### config.mk
export PLATFORM = sky130hd
export DESIGN_NAME = timer_counter
export DESIGN_NICKNAME = d
export VERILOG_FILES = /design/src/hdl/timer_counter_pkg.sv /design/src/hdl/count_prescaler.sv /design/src/hdl/timer_counter.sv
export VERILOG_INCLUDE_DIRS = /design/src /design/src/hdl
export SDC_FILE = /design/constraint.sdc
export NUM_CORES = 1
export LEC_CHECK = 0
export BUFFER_PORTS_ARGS = -buffer_cell sky130_fd_sc_hd__buf_2
export CAP_MARGIN = 25
export CORE_MARGIN = 4
export CORE_UTILIZATION = 34
export CTS_BUF_LIST = sky130_fd_sc_hd__clkbuf_4 sky130_fd_sc_hd__clkbuf_8
export CTS_CLUSTER_SIZE = 20
export DETAILED_ROUTE_END_ITERATION = 12
export MAX_ROUTING_LAYER = met4
export SLEW_MARGIN = 20
export SYNTH_ARGS = -nofsm -noshare
export SYNTH_HDL_FRONTEND = slang
export SYNTH_SLANG_ARGS = --single-unit
### constraint.sdc
create_clock -name ref_clk_i -period 4.45 [get_ports ref_clk_i]
set_clock_uncertainty 0.1 [all_clocks]
set_input_delay 1.1125 -clock ref_clk_i [delete_from_list [all_inputs] [get_ports ref_clk_i]]
set_output_delay 1.1125 -clock ref_clk_i [all_outputs]
set_load 0.02 [all_outputs]
### src/hdl/timer_counter_defs.svh
// Purpose: offsets, field positions, reset values and timing counts of the timer/counter
// Assumes: byte-wide register port with a small address space
// Notes: included by the package and by every design file
`ifndef TIMER_COUNTER_DEFS_SVH
`define TIMER_COUNTER_DEFS_SVH

// register offsets
`define OFS_TIMER_COUNT     8'h01
`define OFS_COMP_CTRL_SMALL 8'h07
`define OFS_COMP_CTRL_LARGE 8'h08
`define OFS_TIMER_CONFIG    8'h10
`define OFS_PIN_DIRECTION   8'h11

// timer_config_reg field positions
`define CFG_SRC_SEL_BIT     5
`define CFG_EDGE_SEL_BIT    4
`define CFG_PSA_BIT         3

// comparator_control_reg field positions
`define CMP_OUT_BIT         7
`define CMP_DRIVE_EN_N_BIT  6
`define CMP_POLARITY_BIT    5
`define CMP_ROUTE_BIT       4

// bit of pin_direction_reg that steers external_count_pin
`define PIN_CNT_BIT         2

// reset values
`define RST_TIMER_COUNT     8'h00
`define RST_COMP_CTRL       8'hff
`define RST_TIMER_CONFIG    8'hff
`define RST_PIN_DIRECTION   8'hff

// timing counts: four oscillator phases per instruction cycle
`define PHASES_PER_CYCLE    4
`define PHASE_Q2            2'h1
`define PHASE_Q4            2'h3
`define WRITE_INHIBIT_TICKS 2'h2

`endif

### src/hdl/timer_counter_pkg.sv
// Purpose: shared types of the timer/counter
// Assumes: constants live in timer_counter_defs.svh
// Notes: field order of the structs matches the register bit order
`include "timer_counter_defs.svh"

package timer_counter_pkg;

	// timer_config_reg, bit 7 down to bit 0
	typedef struct packed {
		logic       wake_on_change;
		logic       pull_up_n;
		logic       count_source_select;
		logic       edge_select;
		logic       prescaler_assign;
		logic [2:0] prescale_ratio;
	} timer_config_t;

	// comparator_control_reg, bit 7 down to bit 0
	typedef struct packed {
		logic       comparator_out;
		logic       comparator_pin_drive_enable_n;
		logic       polarity;
		logic       comparator_count_route;
		logic       comparator_on;
		logic       neg_ref_sel;
		logic       pos_ref_sel;
		logic       wake_n;
	} comp_ctrl_t;

	// where the count comes from
	typedef enum logic [1:0] {
		MODE_TIMER     = 2'b00,
		MODE_PIN       = 2'b01,
		MODE_COMP_INT  = 2'b10,
		MODE_PIN_DRIVE = 2'b11
	} count_mode_t;

endpackage

### src/hdl/count_prescaler.sv
// Purpose: divide-by-power-of-two prescaler shared between timer and watchdog
// Assumes: step_i is a one-cycle pulse per counted source event
// Notes: count is private; only the selected stage leaves the module
`include "timer_counter_defs.svh"

module count_prescaler
	import timer_counter_pkg::*;
#(
	parameter int WIDTH = 8
)(
	input  wire logic       ref_clk_i,
	input  wire logic       rst_i,
	input  wire logic       clear_i,
	input  wire logic       step_i,
	input  wire logic [2:0] ratio_i,
	output logic            out_o
);

	logic [WIDTH-1:0] cnt_q;

	// binary count stands in for the ripple chain: each stage is a square wave
	// of half the previous rate, so the output stays symmetrical
	always_ff @(posedge ref_clk_i)
	begin
		if (rst_i)
			cnt_q <= '0;
		else if (clear_i)
			cnt_q <= '0;
		else if (step_i)
			cnt_q <= cnt_q + 1'b1;
	end

	// ratio 0 takes stage 0, a divide by 2; ratio 7 divides by 256
	assign out_o = cnt_q[ratio_i];
endmodule

### src/hdl/timer_counter.sv
// Purpose: 8-bit timer/counter with prescaler, edge select and comparator source
// Assumes: ref_clk_i is the oscillator; four of its periods form one instruction cycle
// Notes: pin and comparator inputs pass a two-stage synchroniser before use
// Function
// - count lives in an 8-bit register that software reads and writes
// - source select clear gives timer mode, one step per instruction cycle
// - a count write holds the count for the next two increment cycles
// - source select, route and drive-enable-n set: count edges of the count pin
// - edge select zero counts rising edges, one counts falling edges
// - source select set, route clear: count comparator internally, drive bit ignored
// - source select and route set, drive-enable-n clear: comparator drives the pin, pin still counted
// - prescaler serves timer or watchdog; assign bit clear gives it to timer
// - prescaler count can never be read or loaded by software
// - prescaler divides by a power of two from 2 to 256
// - source select set overrides the direction bit of the count pin
// - without prescaler the external input is the prescaler output
// - prescaler output is sampled in phases two and four of each cycle
// - counter advances only some time after the synchronised edge
// - prescaler divides the external input, output is symmetrical
// - a count write clears the prescaler while it serves the timer
// - assign bit and three ratio bits form config bits three down to zero
// - any reset clears the prescaler count
`include "timer_counter_defs.svh"

module timer_counter
	import timer_counter_pkg::*;
#(
	parameter int PRESCALE_WIDTH = 8
)(
	input  wire logic       ref_clk_i,
	input  wire logic       rst_i,
	input  wire logic [7:0] reg_addr_i,
	input  wire logic [7:0] reg_wdata_i,
	input  wire logic       reg_wr_i,
	input  wire logic       reg_rd_i,
	output logic      [7:0] reg_rdata_o,
	input  wire logic       comparator_raw_i,
	input  wire logic       pin_out_data_i,
	input  wire logic       external_count_pin_i,
	output logic            external_count_pin_o,
	output logic            external_count_pin_oe_o
);

	// software registers
	logic [7:0]    timer_count_q;
	timer_config_t timer_config_q;
	comp_ctrl_t    comp_ctrl_q;
	logic [7:0]    pin_direction_q;
	logic [7:0]    rdata_q;

	// phase, synchronisers and sampling path
	logic [1:0]    phase_q;
	logic          pin_s1_q;
	logic          pin_s2_q;
	logic          comp_s1_q;
	logic          comp_s2_q;
	logic          level_q;
	logic          sample_q;
	logic          pend_q;
	logic [1:0]    inhibit_q;
	logic          pin_o_q;
	logic          pin_oe_q;

	// combinational helpers
	count_mode_t   mode;
	logic          inst_tick;
	logic          count_wr;
	logic          comp_level;
	logic          src_level;
	logic          src_rise;
	logic          presc_step;
	logic          presc_clear;
	logic          presc_out;
	logic          sync_out;
	logic          sample_phase;
	logic          sample_rise;
	logic          count_event;

	// decode the count source from the two control registers
	function automatic count_mode_t decode_mode(input timer_config_t cfg,
		input comp_ctrl_t cmp);
		if (!cfg.count_source_select)
			return MODE_TIMER;
		else if (!cmp.comparator_count_route)
			return MODE_COMP_INT;
		else if (cmp.comparator_pin_drive_enable_n)
			return MODE_PIN;
		else
			return MODE_PIN_DRIVE;
	endfunction

	// address match used by both the write and the read decode
	function automatic logic is_comp_addr(input logic [7:0] a);
		return (a == `OFS_COMP_CTRL_SMALL) || (a == `OFS_COMP_CTRL_LARGE);
	endfunction

	assign mode      = decode_mode(timer_config_q, comp_ctrl_q);
	assign inst_tick = (phase_q == `PHASE_Q4);
	assign count_wr  = reg_wr_i && (reg_addr_i == `OFS_TIMER_COUNT);

	// instruction-cycle phase counter, Q1..Q4 as 0..3
	always_ff @(posedge ref_clk_i)
	begin
		if (rst_i)
			phase_q <= 2'h0;
		else
			phase_q <= phase_q + 2'h1;
	end

	// two-stage synchronisers; the first stage feeds only the second
	always_ff @(posedge ref_clk_i)
	begin
		if (rst_i)
		begin
			pin_s1_q  <= 1'b0;
			pin_s2_q  <= 1'b0;
			comp_s1_q <= 1'b0;
			comp_s2_q <= 1'b0;
		end
		else
		begin
			pin_s1_q  <= external_count_pin_i;
			pin_s2_q  <= pin_s1_q;
			comp_s1_q <= comparator_raw_i;
			comp_s2_q <= comp_s1_q;
		end
	end

	// comparator output after polarity: one means not inverted
	assign comp_level = comp_ctrl_q.polarity ? comp_s2_q : ~comp_s2_q;

	// pick the counted level; inverting it turns falling edges into rising ones
	always_comb
	begin
		case (mode)
			MODE_PIN:       src_level = pin_s2_q;
			MODE_PIN_DRIVE: src_level = pin_s2_q;
			MODE_COMP_INT:  src_level = comp_level;
			default:        src_level = 1'b0;
		endcase
		src_level = src_level ^ timer_config_q.edge_select;
	end

	// remember the last level to find the counted edge
	always_ff @(posedge ref_clk_i)
	begin
		if (rst_i)
			level_q <= 1'b0;
		else
			level_q <= src_level;
	end

	assign src_rise = src_level && !level_q;

	// prescaler steps on instruction cycles in timer mode, on edges otherwise;
	// it only runs while given to the timer, the watchdog side is elsewhere
	assign presc_step  = !timer_config_q.prescaler_assign &&
		((mode == MODE_TIMER) ? inst_tick : src_rise);
	assign presc_clear = count_wr && !timer_config_q.prescaler_assign;

	count_prescaler #(
		.WIDTH     (PRESCALE_WIDTH)
	) u_prescaler (
		.ref_clk_i (ref_clk_i),
		.rst_i     (rst_i),
		.clear_i   (presc_clear),
		.step_i    (presc_step),
		.ratio_i   (timer_config_q.prescale_ratio),
		.out_o     (presc_out)
	);

	// with no prescaler the edge-selected input itself is what gets sampled
	assign sync_out = timer_config_q.prescaler_assign ? src_level : presc_out;

	// sample only in Q2 and Q4, so pulses shorter than two phases may be lost
	assign sample_phase = (phase_q == `PHASE_Q2) || (phase_q == `PHASE_Q4);
	assign sample_rise  = sample_phase && sync_out && !sample_q;

	always_ff @(posedge ref_clk_i)
	begin
		if (rst_i)
			sample_q <= 1'b0;
		else if (sample_phase)
			sample_q <= sync_out;
	end

	// a sampled edge waits for the end of the instruction cycle; a new edge
	// in the very cycle that consumes the old one is kept, not lost
	always_ff @(posedge ref_clk_i)
	begin
		if (rst_i)
			pend_q <= 1'b0;
		else if (sample_rise)
			pend_q <= 1'b1;
		else if (inst_tick)
			pend_q <= 1'b0;
	end

	// direct timer mode steps every cycle; all other paths go through pend
	assign count_event = inst_tick && ((mode == MODE_TIMER &&
		timer_config_q.prescaler_assign) || pend_q);

	// write-hold window counted in increment cycles
	always_ff @(posedge ref_clk_i)
	begin
		if (rst_i)
			inhibit_q <= 2'h0;
		else if (count_wr)
			inhibit_q <= `WRITE_INHIBIT_TICKS;
		else if (inst_tick && inhibit_q != 2'h0)
			inhibit_q <= inhibit_q - 2'h1;
	end

	// the count: a write wins over an increment in the same cycle
	always_ff @(posedge ref_clk_i)
	begin
		if (rst_i)
			timer_count_q <= `RST_TIMER_COUNT;
		else if (count_wr)
			timer_count_q <= reg_wdata_i;
		else if (count_event && inhibit_q == 2'h0)
			timer_count_q <= timer_count_q + 8'h01;
	end

	// configuration registers; the prescaler has no address at all
	always_ff @(posedge ref_clk_i)
	begin
		if (rst_i)
		begin
			timer_config_q  <= `RST_TIMER_CONFIG;
			pin_direction_q <= `RST_PIN_DIRECTION;
		end
		else if (reg_wr_i)
		begin
			if (reg_addr_i == `OFS_TIMER_CONFIG)
				timer_config_q  <= reg_wdata_i;
			if (reg_addr_i == `OFS_PIN_DIRECTION)
				pin_direction_q <= reg_wdata_i;
		end
	end

	// comparator control: bit 7 is the live comparator output, not writable
	always_ff @(posedge ref_clk_i)
	begin
		if (rst_i)
			comp_ctrl_q <= `RST_COMP_CTRL;
		else
		begin
			comp_ctrl_q.comparator_out <= comp_level;
			if (reg_wr_i && is_comp_addr(reg_addr_i))
				comp_ctrl_q[`CMP_DRIVE_EN_N_BIT:0] <= reg_wdata_i[`CMP_DRIVE_EN_N_BIT:0];
		end
	end

	// read data stand for exactly one cycle after the read strobe;
	// write-only and unmapped addresses read as zero
	always_ff @(posedge ref_clk_i)
	begin
		if (rst_i)
			rdata_q <= 8'h00;
		else if (reg_rd_i && reg_addr_i == `OFS_TIMER_COUNT)
			rdata_q <= timer_count_q;
		else if (reg_rd_i && is_comp_addr(reg_addr_i))
			rdata_q <= comp_ctrl_q;
		else
			rdata_q <= 8'h00;
	end

	// pin drive: comparator drive, forced input, or plain port direction
	always_ff @(posedge ref_clk_i)
	begin
		if (rst_i)
		begin
			pin_o_q  <= 1'b0;
			pin_oe_q <= 1'b0;
		end
		else if (mode == MODE_PIN_DRIVE)
		begin
			pin_o_q  <= comp_level;
			pin_oe_q <= 1'b1;
		end
		else if (timer_config_q.count_source_select)
		begin
			pin_o_q  <= 1'b0;
			pin_oe_q <= 1'b0;
		end
		else
		begin
			pin_o_q  <= pin_out_data_i;
			pin_oe_q <= !pin_direction_q[`PIN_CNT_BIT];
		end
	end

	assign reg_rdata_o             = rdata_q;
	assign external_count_pin_o    = pin_o_q;
	assign external_count_pin_oe_o = pin_oe_q;
endmodule

Word-level counts from Yosys, hierarchy flattened
Cells that the tools add are included.
- memories kept: 0
- memory bits (read-only): 0
- logic and storage cells: 97
- output and inout port bits: 10
- bits in latches: 0
- register bits: 54
- memory bits (writable): 0
- input port bits: 23
- add/sub/neg operators: 4
- multiplexer cells: 21
- $lt $le $gt $ge: 1
- equal/unequal tests: 10
- shift operators: 0
- $mul: 0
- bitwise gates (word level): 2
- div/mod/pow operators: 0
- reduce and logical (&&, ||, !) cells: 31
- operators with widths (kind ; number):
    $mux 8 ; 4
    $add 8x1->8 const B ; 2
    $eq 8x5->1 const B ; 2
    $logic_and 1x1->1 ; 13
    $mux 1 ; 10
    $mux 2 ; 5
    $eq 8x1->1 const B ; 1
    $eq 8x3->1 const B ; 1
    $eq 8x4->1 const B ; 1
    $reduce_bool 2->1 ; 4
    $eq 2x2->1 const B ; 3
    $reduce_or 2->1 ; 3
    $eq 2x1->1 const B ; 2
    $logic_not 1->1 ; 4
    $logic_not 2->1 ; 2
    $lt 3x4->1 const B ; 1
    $reduce_and 2->1 ; 2
    $bmux 1 s3 ; 1
    $logic_or 1x1->1 ; 3
    $add 2x1->2 const B ; 1
    $pmux 1 s2 ; 1
    $sub 2x1->2 const B ; 1
    $not 1->1 ; 1
    $xor 1x1->1 ; 1

Depth between registers and ports, before layout
- depth in word-level cells: 11
- depth in mapped cells: 6
- depth with buffers taken out: 6

Hierarchy
A second synthesis with hierarchy kept.
- cell total of the unflattened synthesis: 252
- area, all modules: 2459.9 µm²
- by module, submodules not included (module ; seq. area each (µm²) ; area an instance (µm²) ; cells each ; instances):
    timer_counter ; 880.8 ; 2049.5 ; 211 ; 1
    count_prescaler ; 160.2 ; 410.4 ; 41 ; 1

Worst setup path after synthesis
Ideal clock, no wire load.
- path kind: input-to-reg
- from: input reg_addr_i[7]
- to: register inhibit_q[0]
- required time: 4.234 ns
- data arrival time: 2.166 ns
- path slack: 2.069 ns
- setup time: 0.116 ns
- buffers on the path: 1
- stages on the path: 4
- cell sequence: nor3_1 nand3_2 clkbuf_1 and3_1
- word-level cells in the longest chain between the ends: 3
- ends and longest elaborated chain (what ; RTL line ; source):
    from (decl) ; timer_counter.sv:32 ; input wire logic [7:0] reg_addr_i,
    $eq 8x1->1 (no source line) ; n/a ;
    $logic_and 1x1->1 ; timer_counter.sv:99 ; assign count_wr = reg_wr_i && (reg_addr_i == `OFS_TIMER_COUNT);
    $reduce_or 2->1 (no source line) ; n/a ;
    to (signal assigned) ; timer_counter.sv:209 ; inhibit_q <= `WRITE_INHIBIT_TICKS;
    to (signal assigned) ; timer_counter.sv:211 ; inhibit_q <= inhibit_q - 2'h1;
    to (decl) ; timer_counter.sv:60 ; logic [1:0] inhibit_q;
No other way between the ends.
A chain may end at the register's enable or synchronous reset.

Final worst setup path
- from: input reg_addr_i[7]
- to: register u_prescaler.cnt_q[0]
- word-level cells in the longest chain between the ends: 4
- ends and longest elaborated chain (what ; RTL line ; source):
    $eq 8x1->1 (no source line) ; n/a ;
    $logic_and 1x1->1 ; timer_counter.sv:99 ;
    $logic_and 1x1->1 ; timer_counter.sv:159 ; assign presc_clear = count_wr && !timer_config_q.prescaler_assign;
    $reduce_or 2->1 (no source line) ; n/a ;
    to (signal assigned) ; count_prescaler.sv:30 ; cnt_q <= cnt_q + 1'b1;
    to (decl) ; count_prescaler.sv:19 ; logic [WIDTH-1:0] cnt_q;
No other way between the ends.

==> summary.md <==
| Metric | Value |
|---|---|
| Run status | `finished, final reports clean` |
| Pwr/cell area | `310.4 nW/um^2` |
| Dpl ws | `~1.4 ns` |
| Syn Std Cell Area | `2425 um^2` |
| Remaining antenna violation count after routing | `0` |
| Number of diodes | `0` |
| Worst hold stages | `1` |
| Arrival time worst endpoint | `2.74 ns` |
| Post-layout minimum cycle time | `2.664 ns` |
| Syn nets | `about 280` |
| Total negative slack for setup checks | `0 ns` |
| CTS hold repair buffers | `0` |
| Die height | `92.45 um` |
| Cell chosen for the clock root | `sky130_fd_sc_hd__clkbuf_8` |
| Worst-Skew Late Latency | `around 0.30 ns` |
| Kind of capture point of the worst setup path | `register` |
| P&R area growth vs syn | `13.52%` |
| Final Wtd Congestion | `between 0.8 and 0.9` |
| Vias after detailed routing | `1932` |
| Number of synthesized flops with an enable pin | `0` |
| Final hold violation count | `0` |
| Area share of the leading cell type in the synthesized netlist | `42.93%` |
| Standard cell core area | `between 6000 and 7000 um^2` |
| Ratio of cells with drive above 1 in the final layout | `19.30%` |
| Die outline width | `92.45 um` |
| Antenna violations before repair | `0` |
| # DRC | `0` |
| Final-report max-slew violation count | `0` |
| Violation count after the first detailed-route iteration | `100` |
| Global-route usage over all layers | `13.34%` |
| Cells on worst reg2reg path | `4` |
| Reg2reg setup slack | `approximately 2.4 ns` |
| Area enclosed by the die boundary | `8547 um^2` |
| Drt via density | `5.071` |
| Global-route wire length before repair | `9018 um` |
| Initial cell density of the core | `35.30%` |
| Number of global-route vias before repair | `1907` |
| Worst Hold Slack | `0.3466 ns` |
| TritonRoute pass-1 iters | `4` |
| Synthesized instance count | `256` |
| Clock H-tree levels | `2` |
| I/O pins | `33` |
| Total grt overflow | `0` |
| Fraction of the yosys area taken by sequential cells | `42.93%` |
| Maxcap violations | `0` |
| Post-synthesis cell type with the largest combined area | `sky130_fd_sc_hd__dfxtp_1` |
| Maximum clock rate | `around 380 MHz` |
| Share of async-settable or async-resettable flops after synthesis | `0%` |
| Number of distinct standard cells referenced by the synthesized netlist | `54` |
| Setup WS post-layout | `1.786 ns` |
| Post-DP HPWL | `3711 um` |
| Worst min path class | `reg -> reg` |
| Deepest clock path buffer count | `2` |
| End of the worst hold path | `comp_s2_q$_SDFF_PP0_` |
| Headroom to the max-slew limit | `between 50% and 60%` |
| Leading post-synthesis cells by cell area | `sky130_fd_sc_hd__dfxtp_1 43%, sky130_fd_sc_hd__mux2i_1 6.6%, sky130_fd_sc_hd__nand2_1 4.3%` |
| Setup Viol. Count Final | `0` |
| Worst min-delay path startpoint | `comp_s1_q$_SDFF_PP0_` |
| Floorplan row count | `30` |
| Count of buffers from port buffering | `32` |
| Pin count of the biggest net entering global routing | `34` |
| Clock-pin slew on the worst setup and hold paths | `0.09 ns` |
| Routed length per placed instance | `13.55 um` |
| Maximum fanout encountered on the critical timing path | `19` |
| Cell leakage power | `1.151 nW` |
| Portion of the clock cycle consumed by the worst path in the final layout | `59.86%` |
| Worst slew pin tran | `0.6546 ns` |
| Final wirelength | `around 5200 um` |
| TritonCTS clock tree | `built` |
| Number of setup buffers added after CTS | `0` |
| Setup repair after global routing missed its margin | `no` |
| Per-instance average area after synthesis | `around 9.5 um^2` |
| Most numerous cell in the Yosys netlist | `sky130_fd_sc_hd__dfxtp_1` |
| Total of flip-flops plus latches after synthesis | `between 50 and 60` |
| Source of the worst register-to-register timing path | `timer_config_q[4]$_SDFFE_PP1P_` |
| Element type at the critical path start | `input port` |
| TritonCTS buffer count | `5` |
| Max rail drop VDD | `0.1031 mV` |
| Synth Warn # | `0` |
| Endpoint required time on the critical path | `4.53 ns` |
| CTS sink count | `52` |
| Primary flip-flop cell chosen by synthesis mapping | `sky130_fd_sc_hd__dfxtp_1` |
| Most common library cells after synthesis | `52 x sky130_fd_sc_hd__dfxtp_1, 28 x sky130_fd_sc_hd__nand2_1, 26 x sky130_fd_sc_hd__nor2_1` |
| R2r endpoint | `u_prescaler.cnt_q[0]$_SDFFE_PP0P_` |
| Post-layout net count | `312` |
| Post-cts repair resize count | `0` |
| Classification of the worst setup path | `in -> reg` |
## cell families (layout without fill, tap and decap cells)
group,count (synthesis),in the layout,share of synthesized area [%]
flops,52,52,42.93
mux,19,19,8.926
simple gates,102,102,22.50
fa+ha+maj,5,5,2.580
buf+inv,19,48,3.870
compound gates,52,52,16.05
xor+xnor,7,7,3.147
## where the power goes
part | internal, mW | switching (mW)
sequential | 0.473 | 0.00550
clock | 0.173 | 0.153
combinational | 0.0199 | 0.0298
total | 0.666 | 0.189
## critical path, stage by stage
cell	delay, ns
sky130_fd_sc_hd__buf_2	0.11
sky130_fd_sc_hd__nor3_1	0.49
sky130_fd_sc_hd__nand3_2	0.43
sky130_fd_sc_hd__o21ai_1	0.51
sky130_fd_sc_hd__a21oi_1	0.08
## per-stage QoR
stage	std cells	instance area (um^2)	util (%)	power (mW)
after detailed placement	373	2641	38.45	0.5395
after global routing	381	2753	40.07	0.8916
final	381	2753	40.07	0.8545
after global placement	373	2641	38.45	0.5382
after floorplan	256	2425	-	0.5193
after CTS	381	2753	40.07	0.8652
## registers in the layout, indices dropped and copies added, names as in the netlist
| name | cells |
|---|---|
| external_count_pin_oe_o | 1 |
| reg_rdata_o | 8 |
| sample_q | 1 |
| pin_s1_q | 1 |
| comp_ctrl_q | 8 |
| external_count_pin_o | 1 |
| u_prescaler.cnt_q | 8 |
| comp_s1_q | 1 |
| pin_s2_q | 1 |
| phase_q | 2 |
| comp_s2_q | 1 |
| inhibit_q | 2 |
| timer_config_q | 6 |
| timer_count_q | 8 |
| level_q | 1 |
| pin_direction_q | 1 |
| pend_q | 1 |
## final cells by class
class                      count  area [um^2]
clock inverter                 2        35.03
timing repair buffer          32        160.2
fill                         714         4116
tap                           96        120.1
multi-input combinational    185         1290
sequential                    52         1041
inverter                       8        30.03
clock buffer                   6        76.32
## cells in the final DEF, fill, tap and decap left out, types with 3 or more instances in the layout
cell type,netlist,layout
sky130_fd_sc_hd__a211oi_1,5,5
sky130_fd_sc_hd__a21oi_1,8,8
sky130_fd_sc_hd__a22oi_1,8,8
sky130_fd_sc_hd__a311oi_1,4,4
sky130_fd_sc_hd__and4_1,3,3
sky130_fd_sc_hd__buf_2,0,32
sky130_fd_sc_hd__clkbuf_8,0,5
sky130_fd_sc_hd__dfxtp_1,52,52
sky130_fd_sc_hd__ha_1,5,5
sky130_fd_sc_hd__inv_1,8,8
sky130_fd_sc_hd__mux2i_1,16,16
sky130_fd_sc_hd__nand2_1,28,28
sky130_fd_sc_hd__nand3_1,3,3
sky130_fd_sc_hd__nand4_1,5,5
sky130_fd_sc_hd__nor2_1,26,26
sky130_fd_sc_hd__nor2b_1,7,7
sky130_fd_sc_hd__nor3_1,3,3
sky130_fd_sc_hd__nor4_1,3,3
sky130_fd_sc_hd__o211ai_1,3,3
sky130_fd_sc_hd__o21ai_0,4,4
sky130_fd_sc_hd__o21ai_1,5,5
sky130_fd_sc_hd__o31ai_1,6,6
sky130_fd_sc_hd__or3_1,3,3
sky130_fd_sc_hd__or4_1,5,5
sky130_fd_sc_hd__xor2_1,4,4
## routing by layer
| metal | wire [um] | GRT usage, % |
|---|---|---|
| met1 | 2333 | 16.19 |
| met2 | 2530 | 22.11 |
| met3 | 187 | 2.843 |
| met4 | 111 | 4.332 |
| met5 | 0 | - |
## worst max path at each step
stage                     slack (ns)  cells after the start     startpoint                                end
after CTS                       1.77                      5  reg_addr_i[7]  u_prescaler.cnt_q[0]$_SDFFE_PP0P_
after floorplan                 2.07                      4  reg_addr_i[7]          inhibit_q[0]$_SDFFE_PP0P_
after detailed placement        1.44                      5  reg_addr_i[7]  u_prescaler.cnt_q[0]$_SDFFE_PP0P_
after global placement          1.49                      5  reg_addr_i[7]  u_prescaler.cnt_q[4]$_SDFFE_PP0P_
final                           1.79                      5  reg_addr_i[7]  u_prescaler.cnt_q[0]$_SDFFE_PP0P_
after global routing            1.54                      5  reg_addr_i[7]  u_prescaler.cnt_q[5]$_SDFFE_PP0P_
Power figures use the tool's default switching activity.
